==> src/rtl/unused_placeholder_none.sv <==
// intentionally empty design unit list
`timescale 1ns/1ps

==> src/rtl/clock_mode_pkg.sv <==
// shared constants and types for the clock mode controller
package clock_mode_pkg;

    // register byte offsets
    localparam logic [7:0] CLK_CTRL_OFFSET = 8'h00;
    localparam logic [7:0] SETTLE_SEL_OFFSET = 8'h04;
    localparam logic [7:0] PERIPH_SRC_OFFSET = 8'h08;
    localparam logic [7:0] MODE_STATUS_OFFSET = 8'h0c;

    // processor clock control fields
    localparam int DIV_SEL_LSB = 0;
    localparam int DIV_SEL_W = 3;
    localparam int SUB_SEL_BIT = 3;
    localparam int OSC_STOP_BIT = 4;
    localparam logic [2:0] DIV_SEL_RESET = 3'h0;

    // settle select: wait is 2**(SETTLE_BASE_EXP + sel) main clock periods
    localparam int SETTLE_SEL_W = 3;
    localparam int SETTLE_BASE_EXP = 13;
    localparam logic [2:0] SETTLE_SEL_MAX = 3'h4;
    localparam logic [2:0] SETTLE_SEL_RESET = 3'h2;
    localparam int SETTLE_RESET_EXP = 15;

    // peripheral clock source fields
    localparam int PSRC_W = 13;
    localparam int PSRC_CH1_WATCH = 0;
    localparam int PSRC_WATCH_SUB = 1;
    localparam int PSRC_NT_EXT_LSB = 2;
    localparam int PSRC_NT_CH1_LSB = 4;
    localparam int PSRC_IVB_SUB = 6;
    localparam int PSRC_WDOG2_SUB = 7;
    localparam int PSRC_ASYNC_EXT = 8;
    localparam int PSRC_CSER_EXT_LSB = 9;
    localparam int PSRC_RTO_NT = 12;
    localparam logic [12:0] PSRC_RESET = 13'h0000;

    // timing
    localparam longint HCLK_HZ = 40_000_000;
    localparam longint MAIN_OSC_FREQ_HZ = 4_000_000;
    localparam int MAIN_PERIOD_CYCLES = int'(HCLK_HZ / MAIN_OSC_FREQ_HZ);
    localparam int WAIT_W = 32;

    // ahb
    localparam logic [1:0] HTRANS_NONSEQ = 2'b10;
    localparam logic [1:0] HTRANS_SEQ = 2'b11;

    typedef enum logic [1:0] {
        MODE_NORMAL = 2'b00,
        MODE_SUB = 2'b01,
        MODE_STOP = 2'b10,
        MODE_SETTLE = 2'b11
    } clk_mode_e;

    // run enables for peripheral groups
    typedef struct packed {
        logic [4:0] wide_timer_run;
        logic [1:0] narrow_timer_run;
        logic interval_timer_b_run;
        logic watch_timer_run;
        logic second_watchdog_run;
        logic async_serial0_run;
        logic [2:0] clocked_serial_run;
        logic realtime_out_run;
        logic main_only_run;
    } periph_run_s;

endpackage : clock_mode_pkg

==> src/rtl/subclock_mode_clock_switch.sv <==
// clock mode controller: stop release settle wait and subclock switching
//
// The AHB-Lite register port and the register addresses were chosen for this implementation.
`timescale 1ns/1ps

// Overview of operation
// - interrupt wake waits programmed settle time
// - reset wake waits 2**15 main periods
// - subclock bit set in normal enters subclock
// - subclock mode selects subclock as system clock
// - oscillator stop bit halts main oscillator in subclock mode only
// - clear bit or reset leaves subclock mode
// - leaving subclock returns to normal main clock
// - wide timers 0, 2-4 halt without main
// - wide timer 1 runs on watch event
// - narrow timer runs from external input
// - narrow timer runs from enabled channel-1 compare
// - interval b, watch, watchdog 2 need subclock
// - async serial 0 needs external baud clock
// - clocked serials need external serial clock
// - realtime output needs externally counted narrow timer
module subclock_mode_clock_switch
    import clock_mode_pkg::*;
#(
    parameter int SETTLE_UNIT_CYCLES = MAIN_PERIOD_CYCLES
) (
    // clock and reset
    input wire logic hclk,
    input wire logic hresetn,
    // ahb-lite slave
    input wire logic hsel,
    input wire logic [31:0] haddr,
    input wire logic [1:0] htrans,
    input wire logic hwrite,
    input wire logic [2:0] hsize,
    input wire logic [31:0] hwdata,
    input wire logic hready,
    output logic hreadyout,
    output logic hresp,
    output logic [31:0] hrdata,
    // power events
    input wire logic stop_request,
    input wire logic wake_interrupt,
    input wire logic reset_pin_n,
    input wire logic first_watchdog_reset,
    input wire logic second_watchdog_reset,
    // clock control outputs
    output logic system_clock_is_sub,
    output logic main_osc_enable,
    output logic cpu_clock_run,
    output logic [2:0] clock_divider_select,
    output periph_run_s periph_run
);

    typedef struct packed {
        logic [1:0] pin_sync;
        logic dph_write;
        logic dph_valid;
        logic [7:0] dph_addr;
        logic [31:0] rdata;
        logic [2:0] div_sel;
        logic sub_sel;
        logic osc_stop;
        logic [2:0] settle_sel;
        logic [PSRC_W-1:0] psrc;
        clk_mode_e mode;
        logic [WAIT_W-1:0] wait_cnt;
        periph_run_s run;
        logic sys_sub;
        logic osc_en;
        logic cpu_run;
    } state_s;

    state_s state_reg;
    state_s state_next;

    localparam state_s STATE_RESET = '{
        pin_sync: 2'b00,
        dph_write: 1'b0,
        dph_valid: 1'b0,
        dph_addr: 8'h00,
        rdata: 32'h0000_0000,
        div_sel: DIV_SEL_RESET,
        sub_sel: 1'b0,
        osc_stop: 1'b0,
        settle_sel: SETTLE_SEL_RESET,
        psrc: PSRC_RESET,
        mode: MODE_NORMAL,
        wait_cnt: 32'h0000_0000,
        run: '1,
        sys_sub: 1'b0,
        osc_en: 1'b1,
        cpu_run: 1'b1
    };

    // refuse unit counts whose longest wait overflows the counter
    if (SETTLE_UNIT_CYCLES < 1 || SETTLE_UNIT_CYCLES > 16384) begin : g_bad_unit
        $error("SETTLE_UNIT_CYCLES out of range");
    end

    // reset settle choice must itself be a legal choice
    if (SETTLE_SEL_RESET > SETTLE_SEL_MAX) begin : g_bad_settle_reset
        $error("SETTLE_SEL_RESET above SETTLE_SEL_MAX");
    end

    // longest programmed wait must fit the wait counter
    if (SETTLE_BASE_EXP + int'(SETTLE_SEL_MAX) + $clog2(SETTLE_UNIT_CYCLES + 1) > WAIT_W) begin : g_bad_wait_w
        $error("WAIT_W too narrow for the longest settle wait");
    end

    // settle wait in hclk cycles for a given power-of-two exponent
    function automatic logic [WAIT_W-1:0] settle_cycles(input int exp);
        longint cyc;
        cyc = (longint'(1) << exp) * longint'(SETTLE_UNIT_CYCLES);
        return cyc[WAIT_W-1:0];
    endfunction : settle_cycles

    // settle select above the longest wait reads back as the longest
    function automatic logic [2:0] clamp_settle(input logic [2:0] sel);
        logic [2:0] c;
        c = sel;
        if (c > SETTLE_SEL_MAX) begin
            c = SETTLE_SEL_MAX;
        end
        return c;
    endfunction : clamp_settle

    // cpu clock held while stopped or settling
    function automatic logic is_halted(input clk_mode_e m);
        return (m == MODE_STOP) || (m == MODE_SETTLE);
    endfunction : is_halted

    // transfer types that open an address phase
    function automatic logic is_transfer(input logic [1:0] t);
        return (t == HTRANS_NONSEQ) || (t == HTRANS_SEQ);
    endfunction : is_transfer

    // word aligned register offset from a bus address
    function automatic logic [7:0] word_addr(input logic [31:0] a);
        return {a[7:2], 2'b00};
    endfunction : word_addr

    // processor clock control word
    function automatic logic [31:0] ctrl_word(input state_s s);
        logic [31:0] w;
        w = 32'h0000_0000;
        w[DIV_SEL_LSB +: DIV_SEL_W] = s.div_sel;
        w[SUB_SEL_BIT] = s.sub_sel;
        w[OSC_STOP_BIT] = s.osc_stop;
        return w;
    endfunction : ctrl_word

    // mode status word: mode, oscillator, clock source, cpu clock
    function automatic logic [31:0] status_word(input state_s s);
        logic [31:0] w;
        w = 32'h0000_0000;
        w[1:0] = s.mode;
        w[2] = s.osc_en;
        w[3] = s.sys_sub;
        w[4] = s.cpu_run;
        return w;
    endfunction : status_word

    // apply one data-phase register write to a state copy
    function automatic state_s write_regs(input state_s s, input logic [7:0] a,
            input logic [31:0] d);
        state_s n;
        n = s;
        unique case (a)
            CLK_CTRL_OFFSET: begin
                n.div_sel = d[DIV_SEL_LSB +: DIV_SEL_W];
                n.sub_sel = d[SUB_SEL_BIT];
                n.osc_stop = d[OSC_STOP_BIT];
            end
            SETTLE_SEL_OFFSET: begin
                n.settle_sel = clamp_settle(d[SETTLE_SEL_W-1:0]);
            end
            PERIPH_SRC_OFFSET: begin
                n.psrc = d[PSRC_W-1:0];
            end
            default: begin
                n = s;
            end
        endcase
        return n;
    endfunction : write_regs

    // run enables for each peripheral group for a given main clock state
    function automatic periph_run_s periph_enables(input logic main_ok,
            input logic [PSRC_W-1:0] src);
        periph_run_s r;
        logic ch1_on;
        logic [1:0] nt_on;
        ch1_on = main_ok || (src[PSRC_CH1_WATCH] && src[PSRC_WATCH_SUB]);
        for (int i = 0; i < 2; i++) begin
            nt_on[i] = main_ok || src[PSRC_NT_EXT_LSB + i]
                || (src[PSRC_NT_CH1_LSB + i] && ch1_on);
        end
        r.wide_timer_run = {main_ok, main_ok, main_ok, ch1_on, main_ok};
        r.narrow_timer_run = nt_on;
        r.interval_timer_b_run = main_ok || src[PSRC_IVB_SUB];
        r.watch_timer_run = main_ok || src[PSRC_WATCH_SUB];
        r.second_watchdog_run = main_ok || src[PSRC_WDOG2_SUB];
        r.async_serial0_run = main_ok || src[PSRC_ASYNC_EXT];
        r.clocked_serial_run = main_ok ? 3'h7 : src[PSRC_CSER_EXT_LSB +: 3];
        r.realtime_out_run = main_ok || (src[PSRC_RTO_NT] && src[PSRC_NT_EXT_LSB]);
        r.main_only_run = main_ok;
        return r;
    endfunction : periph_enables

    // register read mux over a given state copy
    function automatic logic [31:0] read_word(input state_s s, input logic [7:0] a);
        logic [31:0] w;
        w = 32'h0000_0000;
        unique case (a)
            CLK_CTRL_OFFSET: begin
                w = ctrl_word(s);
            end
            SETTLE_SEL_OFFSET: begin
                w[SETTLE_SEL_W-1:0] = s.settle_sel;
            end
            PERIPH_SRC_OFFSET: begin
                w[PSRC_W-1:0] = s.psrc;
            end
            MODE_STATUS_OFFSET: begin
                w = status_word(s);
            end
            default: begin
                w = 32'h0000_0000;
            end
        endcase
        return w;
    endfunction : read_word

    logic any_reset;
    logic addr_phase;
    logic main_on;

    always_comb begin
        state_next = state_reg;
        state_next.pin_sync = {state_reg.pin_sync[0], ~reset_pin_n};
        any_reset = state_reg.pin_sync[1] | first_watchdog_reset | second_watchdog_reset;

        // register writes land in the data phase
        if (state_reg.dph_valid && state_reg.dph_write) begin
            state_next = write_regs(state_next, state_reg.dph_addr, hwdata);
        end

        // mode sequencing
        unique case (state_reg.mode)
            MODE_NORMAL: begin
                // stop wins over a same-cycle subclock entry
                if (stop_request) begin
                    state_next.mode = MODE_STOP;
                end else if (state_next.sub_sel) begin
                    state_next.mode = MODE_SUB;
                end
            end
            MODE_SUB: begin
                if (!state_next.sub_sel) begin
                    state_next.mode = MODE_NORMAL;
                end
            end
            MODE_STOP: begin
                if (wake_interrupt) begin
                    state_next.mode = MODE_SETTLE;
                    state_next.wait_cnt =
                        settle_cycles(SETTLE_BASE_EXP + int'(state_next.settle_sel));
                end
            end
            MODE_SETTLE: begin
                // last loaded count ends the wait on this edge
                if (state_reg.wait_cnt <= 32'h0000_0001) begin
                    state_next.mode = MODE_NORMAL;
                    state_next.wait_cnt = 32'h0000_0000;
                end else begin
                    state_next.wait_cnt = state_reg.wait_cnt - 32'h0000_0001;
                end
            end
        endcase

        // reset sources restore defaults and leave subclock mode
        if (any_reset) begin
            state_next.div_sel = DIV_SEL_RESET;
            state_next.sub_sel = 1'b0;
            state_next.osc_stop = 1'b0;
            state_next.settle_sel = SETTLE_SEL_RESET;
            state_next.psrc = PSRC_RESET;
            // a reset during stop or settle restarts the long wait
            if (is_halted(state_reg.mode)) begin
                state_next.mode = MODE_SETTLE;
                state_next.wait_cnt = settle_cycles(SETTLE_RESET_EXP);
            end else begin
                state_next.mode = MODE_NORMAL;
            end
        end

        // clock steering
        state_next.sys_sub = (state_next.mode == MODE_SUB);
        main_on = !(state_next.mode == MODE_STOP)
            && !(state_next.mode == MODE_SUB && state_next.osc_stop);
        // oscillator stays on through settle so the exit clock is stable
        state_next.osc_en = main_on;
        state_next.cpu_run = !is_halted(state_next.mode);

        // peripheral run enables, all held while the cpu clock is held
        state_next.run = periph_enables(main_on, state_next.psrc);
        if (is_halted(state_next.mode)) begin
            state_next.run = '0;
        end

        // address phase capture and read data from the updated copy
        addr_phase = hsel && hready && is_transfer(htrans);
        if (hready) begin
            state_next.dph_valid = addr_phase;
            state_next.dph_write = hwrite;
            state_next.dph_addr = word_addr(haddr);
            if (addr_phase && !hwrite) begin
                state_next.rdata = read_word(state_next, word_addr(haddr));
            end
        end
    end

    always_ff @(posedge hclk or negedge hresetn) begin
        if (!hresetn) begin
            state_reg <= STATE_RESET;
        end else begin
            state_reg <= state_next;
        end
    end

    assign hreadyout = 1'b1;
    assign hresp = 1'b0;
    assign hrdata = state_reg.rdata;
    assign system_clock_is_sub = state_reg.sys_sub;
    assign main_osc_enable = state_reg.osc_en;
    assign cpu_clock_run = state_reg.cpu_run;
    assign clock_divider_select = state_reg.div_sel;
    assign periph_run = state_reg.run;

endmodule : subclock_mode_clock_switch

==> config.mk <==
export PLATFORM = sky130hd
export DESIGN_NAME = subclock_mode_clock_switch
export DESIGN_NICKNAME = d
export VERILOG_FILES = /design/src/rtl/unused_placeholder_none.sv /design/src/rtl/clock_mode_pkg.sv /design/src/rtl/subclock_mode_clock_switch.sv
export SDC_FILE = /design/constraint.sdc
export NUM_CORES = 1
export LEC_CHECK = 0
export ABC_AREA = 1
export BUFFER_PORTS_ARGS = -buffer_cell sky130_fd_sc_hd__buf_4
export CORE_MARGIN = 2
export CORE_UTILIZATION = 51
export DETAILED_ROUTE_END_ITERATION = 10
export PLACE_DENSITY = 0.78
export SETUP_SLACK_MARGIN = 0.5
export SYNTH_ARGS = -nofsm -noshare
export SYNTH_HDL_FRONTEND = slang
export SYNTH_SLANG_ARGS = --single-unit
==> constraint.sdc <==
create_clock -name hclk -period 3.4 [get_ports hclk]
set_input_delay 0.85 -clock hclk [delete_from_list [all_inputs] [get_ports hclk]]
set_output_delay 0.85 -clock hclk [all_outputs]
set_load 0.005 [all_outputs]
==> results by group, run 1 <==
Layout
  – Number of flip-flops in the largest register: 62
  – Nets@finish: 1112
  – Layout cells sized above 1: 28.54%
  – Area growth syn-to-layout: 26.64%
  – Antenna cells: 0
  – Finished Cell Area: 8250 um^2
  – Post-Layout Cell Count: 1174
  – Final design utilization: 65.64%
  – Fillers: 1009

Global route
  – First-pass GRT wire length: 26680 um
  – Remaining Overflow, GRT: 0
  – All-Layer GR Usage: 24.41%
  – Initial antenna violation count: 0
  – Pin count of the biggest net entering global routing: 73
  – Vias in the first global route: 5798

Drt
  – Pre-antenna DRT Iters: 5
  – DRC: 0
  – DR vias: 6184
  – Remaining antenna violation count: 0
  – DR iter-0 viols: 529
  – DRT Wirelength: 16390 um
  – Avg WL per Cell: 13.96 um
  – Vias per cell: 5.267

Timing
  – Fin Hold WS: 0.3558 ns
  – Fin crit period: 3.395 ns
  – RSZ-0062 raised after global routing: yes
  – Worst Tran Pin Value: 0.6422 ns
  – Setup violators final: 0
  – Final WS setup: 0.004980 ns
  – Max Clk Rate: 294.5 MHz
  – Skew final: 0.006751 ns
  – Final Max Tran Viols: 0
  – Slew Limit Headroom: 57.03%
  – Final Hold Viols: 0
  – Fin crit share: 99.85%

Yosys
  – Top FF cell, synth: dfrtp_1
  – Sequential-to-total area share from yosys stat: 36.01%
  – Cells after Synth: 888
  – Distinct cells, synth: 46
  – Most common library cells after synthesis: nand2_1 (184), nor2_1 (115), inv_1 (80), o21ai_0 (79), dfrtp_1 (78)
  – Synthesized area: 6515 um^2
  – Syn_area_per_cell: 7.337 um^2
  – Yosys top cell area share: 29.96%
  – Top-count cell post-synth: nand2_1
  – FFs w/ async S/R, synth: 100.0%
  – Synth Register Bits: 93
  – Post-synth EDFFs: 0
  – Synth area leaders: dfrtp_1 (30%), nand2_1 (11%), ha_1 (6.9%)
  – YS warnings: 0
  – Leading area contributor after synthesis: dfrtp_1

Floorplan
  – Die Wd: 117.0 um
  – Initial Utilization: 51.84%
  – Core Footprint: 12570 um^2
  – I/O pins: 135
  – Die area: 13690 um^2
  – FP Rows: 41
  – Die Y-Extent: 117.0 um

Clocking
  – Worst skew pair latency: 0.35 ns
  – TritonCTS Sinks: 93
  – CTS tree: built
  – CTS root buf: clkbuf_16
  – CTS clk-pin slew, worst paths: 0.07 ns
  – Inserted Clock Buffers: 9
  – # H-tree levels: 3
  – Max Buffers Root-to-Sink: 2

Place
  – Dpl hpwl: 11690 um
  – Placed inst area: 7586 um^2
  – Placed cells: 1145
  – I/O Buffers: 64
  – Dpl ws: -0.5310 ns
  – Gp weighted congestion: 0.8995

Flow run
  – MaxCap Viol Count: 0

Critical path
  – CP Data Required Time: 3.64 ns
  – Peak fanout along the critical path: 4
  – Worst setup SP type: flip-flop
  – R2R cell count: 24
  – R2R Path End: state_reg[42]$_DFFE_PN0P_
  – FF-to-FF Start: state_reg[109]$_DFFE_PN0P_
  – Setup CP Type: flip-flop to flip-flop
  – R2R Setup Slk: 0.005 ns
  – Arrival time worst endpoint: 3.64 ns
  – Crit end category: flip-flop

Hold path
  – WHS Endpoint: state_reg[117]$_DFF_PN0_
  – Hold/Removal Path Class: flip-flop to flip-flop
  – Worst Min Path Start: state_reg[116]$_DFF_PN0_
  – WHS Path Cells: 0

Power
  – Pwr/cell area: 301.4 nW/um^2
  – VDD IR max: 0.2308 mV
  – LEAKAGE: 3.986 nW

Run status
  – Status: finished clean
-- where the power goes --
group	internal, W	switching (W)	total [W]
logic	0.000135	0.000199	0.000334
clock network	0.000521	0.000489	0.00101
registers	0.00113	0.0000159	0.00114
total	0.00178	0.000704	0.00249
-- cell usage in the layout (no fill, tap or decap), types with 4 or more instances in the layout --
| master | Yosys | final |
|---|---|---|
| conb_1 | 2 | 29 |
| nor2_1 | 115 | 106 |
| a21oi_1 | 56 | 48 |
| buf_4 | 55 | 136 |
| clkbuf_16 | 0 | 9 |
| nor2_4 | 4 | 8 |
| nand2_2 | 8 | 23 |
| nor2_2 | 6 | 11 |
| nand3_2 | 3 | 4 |
| nand2_1 | 184 | 164 |
| dfrtp_1 | 78 | 78 |
| o21ai_0 | 79 | 62 |
| dfstp_2 | 15 | 15 |
| a21o_1 | 4 | 4 |
| inv_1 | 80 | 75 |
| buf_6 | 1 | 5 |
| nor3_1 | 21 | 17 |
| xor2_1 | 14 | 14 |
| inv_2 | 7 | 9 |
| nand3_1 | 39 | 38 |
| ha_1 | 36 | 18 |
| nand2_4 | 2 | 7 |
| o21ai_2 | 0 | 4 |
| o21ai_1 | 4 | 17 |
| ha_4 | 0 | 17 |
| a21oi_2 | 2 | 8 |
| nand4_1 | 12 | 12 |
| o22ai_1 | 15 | 15 |
-- worst max-delay path, stage by stage, from the launching register on --
cell and delay, ns:
dfrtp_1 0.39, inv_2 0.07, nand2_2 0.06, nor2_4 0.16, nand2_2 0.12, nand2_2 0.09
nand2_2 0.07, nand2_4 0.08, buf_6 0.10, inv_4 0.03, nor2_4 0.10, nand2_4 0.08
nor4_4 0.32, ha_1 0.32, ha_4 0.28, a21oi_2 0.13, o21ai_1 0.07, o21ai_1 0.16
nand2_2 0.13, a21oi_2 0.17, nand3_1 0.09, nand3_1 0.09, nand2_1 0.05, nand2_1 0.06
nand2_1 0.05
-- repair_timing --
| action | in CTS | in global routing |
|---|---|---|
| buffers inserted | 11 | 2 |
| setup endpoints to repair | 10 | 10 |
| gates resized for setup | 45 | 15 |
| pin swaps | 37 | 20 |
| hold buffers | 0 | 0 |
-- metrics by stage --
stage	TNS, ns	total power, W
floorplan	-0.08650	0.001370
global placement	-3.920	0.001461
detailed placement	-4.651	0.001468
CTS	0	0.002491
global route	-1.769	0.002595
finish	0	0.002487
-- metal layers --
layer	routed length, um	part of all wire [%]	global-route usage, %
met2	8021	49	40.96
met5	0	0	0
met4	261	1.6	6.118
met1	7360	45	32.73
met3	751	4.6	4.686
-- cell families after synthesis --
group | share of synthesized area, %
other | 0.1153
xor gates and xnor gates | 2.420
DFF | 36.01
buffers and inverters | 12.75
and+or+nand+nor | 27.14
AOI/OAI and AO/OA | 14.65
adders and majority gates | 6.914
-- how the worst max path moves through the flow --
stage / start / slack [ns] / to
finish: state_reg[109]$_DFFE_PN0P_ / 0.005 / state_reg[42]$_DFFE_PN0P_
floorplan: hwdata[2] / -0.03 / state_reg[41]$_DFFE_PN0P_
global route: state_reg[109]$_DFFE_PN0P_ / -0.22 / state_reg[42]$_DFFE_PN0P_
detailed placement: hwdata[2] / -0.53 / state_reg[33]$_DFFE_PN0P_
global placement: hwdata[2] / -0.45 / state_reg[33]$_DFFE_PN0P_
CTS: state_reg[109]$_DFFE_PN0P_ / 0.03 / state_reg[35]$_DFFE_PN0P_
-- layout make-up --
cell class | instances | area [um^2] | area share [%]
sequential | 93 | 2346 | 28.43
inverter | 89 | 361.6 | 4.383
clock inverter | 7 | 78.83 | 0.9554
clock buffer | 9 | 225.2 | 2.730
tap | 172 | 215.2 | 2.608
timing repair buffer | 142 | 1097 | 13.30
multi-input combinational | 662 | 3926 | 47.59
Note: power is estimated with default switching activity, not from simulation.
==> run 2: changes to the inputs <==
==> constraint.sdc (replaced) <==
create_clock -name hclk -period 3.02 [get_ports hclk]
set_input_delay 0.453 -clock hclk [delete_from_list [all_inputs] [get_ports hclk]]
set_output_delay 0.453 -clock hclk [all_outputs]
set_load 0.005 [all_outputs]
==> run 2 against run 1 <==
Net effect: the run now ends with setup timing left; worst setup slack lost 0.53 ns; clock skew grew 0.0040 ns; total power grew 14%; utilization grew 2.1 points; sequential power grew 13%; clock-buffer cell count is the same; sequential share of layout area shrank 0.87 points; first-iteration DRC count shrank 0.19%; fmax shrank 4.3%; hold slack lost 0.24 ns; critical path type unchanged; largest power group unchanged; highest routed layer unchanged.
==> results by group, run 2 (synthesis results as in run 1) <==
Drt
  – DR iter-0 viols: 528 (was 529)
  – DRT Wirelength: 17720 um (was 16390 um)
  – DR vias: 6318 (was 6184)
  – Pre-antenna DRT Iters: 5 (unchanged)
  – Avg WL per Cell: 15.02 um (was 13.96 um)
  – DRC: 0 (unchanged)
  – Vias per cell: 5.354 (was 5.267)
  – Remaining antenna violation count: 0 (unchanged)

Clocking
  – TritonCTS Sinks: 93 (unchanged)
  – # hold bufs at CTS: 0 (unchanged)
  – Inserted Clock Buffers: 9 (unchanged)
  – CTS clk-pin slew, worst paths: 0.07 ns (about the same)
  – CTS root buf: clkbuf_16 (unchanged)
  – CTS tree: built (unchanged)
  – # H-tree levels: 3 (unchanged)
  – Max Buffers Root-to-Sink: 2 (unchanged)
  – Worst skew pair latency: 0.36 ns (was 0.35 ns)

Power
  – Power share of the clock group: 41.0% (was 40.6%)
  – Sw Pwr: 0.0008164 W (was 0.0007041 W)
  – Combinational Power Share: 13.7% (was 13.4%)
  – Sw Share: 28.76% (was 28.31%)
  – Sequential share of power: 45.3% (was 45.9%)
  – VDD IR max: 0.2906 mV (was 0.2308 mV)
  – Overall power: 0.002838 W (was 0.002487 W)
  – LEAKAGE: 4.091 nW (was 3.986 nW)
  – Int Pwr: 0.002022 W (was 0.001783 W)
  – Pwr/cell area: 333.5 nW/um^2 (was 301.4 nW/um^2)

Timing
  – Fin crit period: 3.547 ns (was 3.395 ns)
  – Skew final: 0.01075 ns (was 0.006751 ns)
  – Post-Route Setup TNS: -4.660 ns (was 0 ns)
  – Final WS setup: -0.5269 ns (was 0.004980 ns)
  – Slew Limit Headroom: 44.92% (was 57.03%)
  – Final Hold Viols: 0 (unchanged)
  – Worst Tran Pin Value: 0.8198 ns (was 0.6422 ns)
  – Fin crit share: 117.4% (was 99.85%)
  – Max Clk Rate: 281.9 MHz (was 294.5 MHz)
  – RSZ-0062 raised after global routing: yes (unchanged)
  – Setup violators final: 10 (was 0)
  – Final Max Tran Viols: 0 (unchanged)

Critical path
  – CP Data Required Time: 3.27 ns (was 3.64 ns)
  – Crit end category: flip-flop (unchanged)
  – Setup CP Type: flip-flop to flip-flop (unchanged)
  – R2R cell count: 22 (was 24)
  – Worst setup SP type: flip-flop (unchanged)
  – Arrival time worst endpoint: 3.79 ns (was 3.64 ns)
  – FF-to-FF Start: state_reg[111]$_DFFE_PN0P_ (was state_reg[109]$_DFFE_PN0P_)
  – R2R Setup Slk: -0.53 ns (was 0.005 ns)
  – Peak fanout along the critical path: 5 (was 4)
  – R2R Path End: state_reg[40]$_DFFE_PN0P_ (was state_reg[42]$_DFFE_PN0P_)

Place
  – Dpl ws: -0.5029 ns (was -0.5310 ns)
  – I/O Buffers: 64 (unchanged)
  – Gp weighted congestion: 0.8979 (was 0.8995)
  – Dpl hpwl: 11760 um (was 11690 um)

Global route
  – Initial antenna violation count: 0 (unchanged)
  – All-Layer GR Usage: 25.63% (was 24.41%)
  – Pin count of the biggest net entering global routing: 52 (was 73)
  – Vias in the first global route: 6103 (was 5798)
  – First-pass GRT wire length: 27910 um (was 26680 um)
  – Remaining Overflow, GRT: 0 (unchanged)

Hold path
  – Hold/Removal Path Class: primary input to asynchronous set/reset pin (was flip-flop to flip-flop)

Layout
  – Area growth syn-to-layout: 30.63% (was 26.64%)
  – Antenna cells: 0 (unchanged)
  – Final design utilization: 67.72% (was 65.64%)
  – Most frequent cells in the layout: nand2_1 (166), buf_4 (140), nor2_1 (104), dfrtp_1 (78), inv_1 (73) (was nand2_1 (164), buf_4 (136), nor2_1 (106), dfrtp_1 (78), inv_1 (75))
  – Number of flip-flops in the largest register: 62 (unchanged)
  – Nets@finish: 1118 (was 1112)
  – Commonest non-fill, non-tap cell in the layout: nand2_1 (unchanged)
  – Layout cells sized above 1: 31.35% (was 28.54%)

Floorplan
  – Die Y-Extent: 117.0 um (unchanged)
  – FP Rows: 41 (unchanged)
  – Core Footprint: 12570 um^2 (unchanged)
  – I/O pins: 135 (unchanged)
  – Die Wd: 117.0 um (unchanged)
  – Die area: 13690 um^2 (unchanged)
  – Initial Utilization: 51.84% (unchanged)

Run status
  – Status: complete, but fails checks (was finished clean)
  – Failing checks: setup timing

Flow run
  – MaxCap Viol Count: 0 (unchanged)
==> run 2: how the worst max path moves through the flow <==
stage	start	endpoint	slack (ns)
after floorplan	state_reg[111]$_DFFE_PN0P_	state_reg[38]$_DFFE_PN0P_	-0.09
after global placement	hwdata[2]	state_reg[33]$_DFFE_PN0P_	-0.46
after detailed placement	hwdata[2]	state_reg[33]$_DFFE_PN0P_	-0.50
after CTS	state_reg[109]$_DFFE_PN0P_	state_reg[41]$_DFFE_PN0P_	-0.30
after global routing	state_reg[111]$_DFFE_PN0P_	state_reg[40]$_DFFE_PN0P_	-0.67
final	state_reg[111]$_DFFE_PN0P_	state_reg[40]$_DFFE_PN0P_	-0.53
==> run 2: through the flow <==
| step | area [um^2] | instances | hold slack, ns |
|---|---|---|---|
| after floorplan | 6888 | 915 | 0.1574 |
| after detailed placement | 7580 | 1146 | 0.3364 |
| after global placement | 7580 | 1146 | 0.3326 |
| after global routing | 8511 | 1180 | 0.1826 |
| final | 8511 | 1180 | 0.1185 |
| after CTS | 8243 | 1170 | 0.1576 |
==> run 2: cell type report <==
| cell class | count | area, um^2 |
|---|---|---|
| inverters | 89 | 350.3 |
| clock buffers | 9 | 225.2 |
| clock inverters | 7 | 86.33 |
| repair buffers | 148 | 1159 |
| well taps | 172 | 215.2 |
| fillers | 985 | 4058 |
| flip-flops and latches | 93 | 2346 |
| multi-input cells | 662 | 4129 |
==> run 2: layer usage <==
metal | wire [um] | up-vias | part of all wire (%) | GRT usage [%]
met5 | 0 | - | 0 | 0
met4 | 374 | 0 | 2.1 | 7.922
met3 | 836 | 33 | 4.7 | 4.428
met2 | 9090 | 174 | 51 | 44.51
met1 | 7419 | 3035 | 42 | 32.76
li1 | - | 3076 | - | -
==> run 2: worst max-delay path, stage by stage, from the launching register on <==
cell,delay [ns]
dfrtp_1,0.39
inv_2,0.07
nand2_2,0.06
nor2_4,0.21
nand2_4,0.12
nand2_4,0.10
nand2_4,0.08
buf_6,0.13
nor2_4,0.17
nand2_8,0.08
nor4_4,0.40
ha_1,0.33
ha_4,0.25
a21oi_2,0.19
o21ai_1,0.12
a21oi_2,0.21
o21ai_2,0.10
a21oi_1,0.12
o21ai_1,0.09
nand2_1,0.07
nand2_1,0.05
nand2_1,0.05
nand2_1,0.05
==> run 2: timing repair <==
action,in CTS,in global routing
buffers inserted,8,10
pin swaps,48,32
resized for setup,51,51
setup endpoints to repair,15,36
==> run 2: power by group through the flow <==
stage	clock [W]	sequential, W	combinational (W)
6_report	0.00116	0.00129	0.000389
5_1_grt	0.00122	0.00129	0.000437
4_1_cts	0.00118	0.00129	0.000372
3_5_place_dp	0	0.00131	0.000350
3_3_place_gp	0	0.00131	0.000343
2_1_floorplan	0	0.00130	0.000238
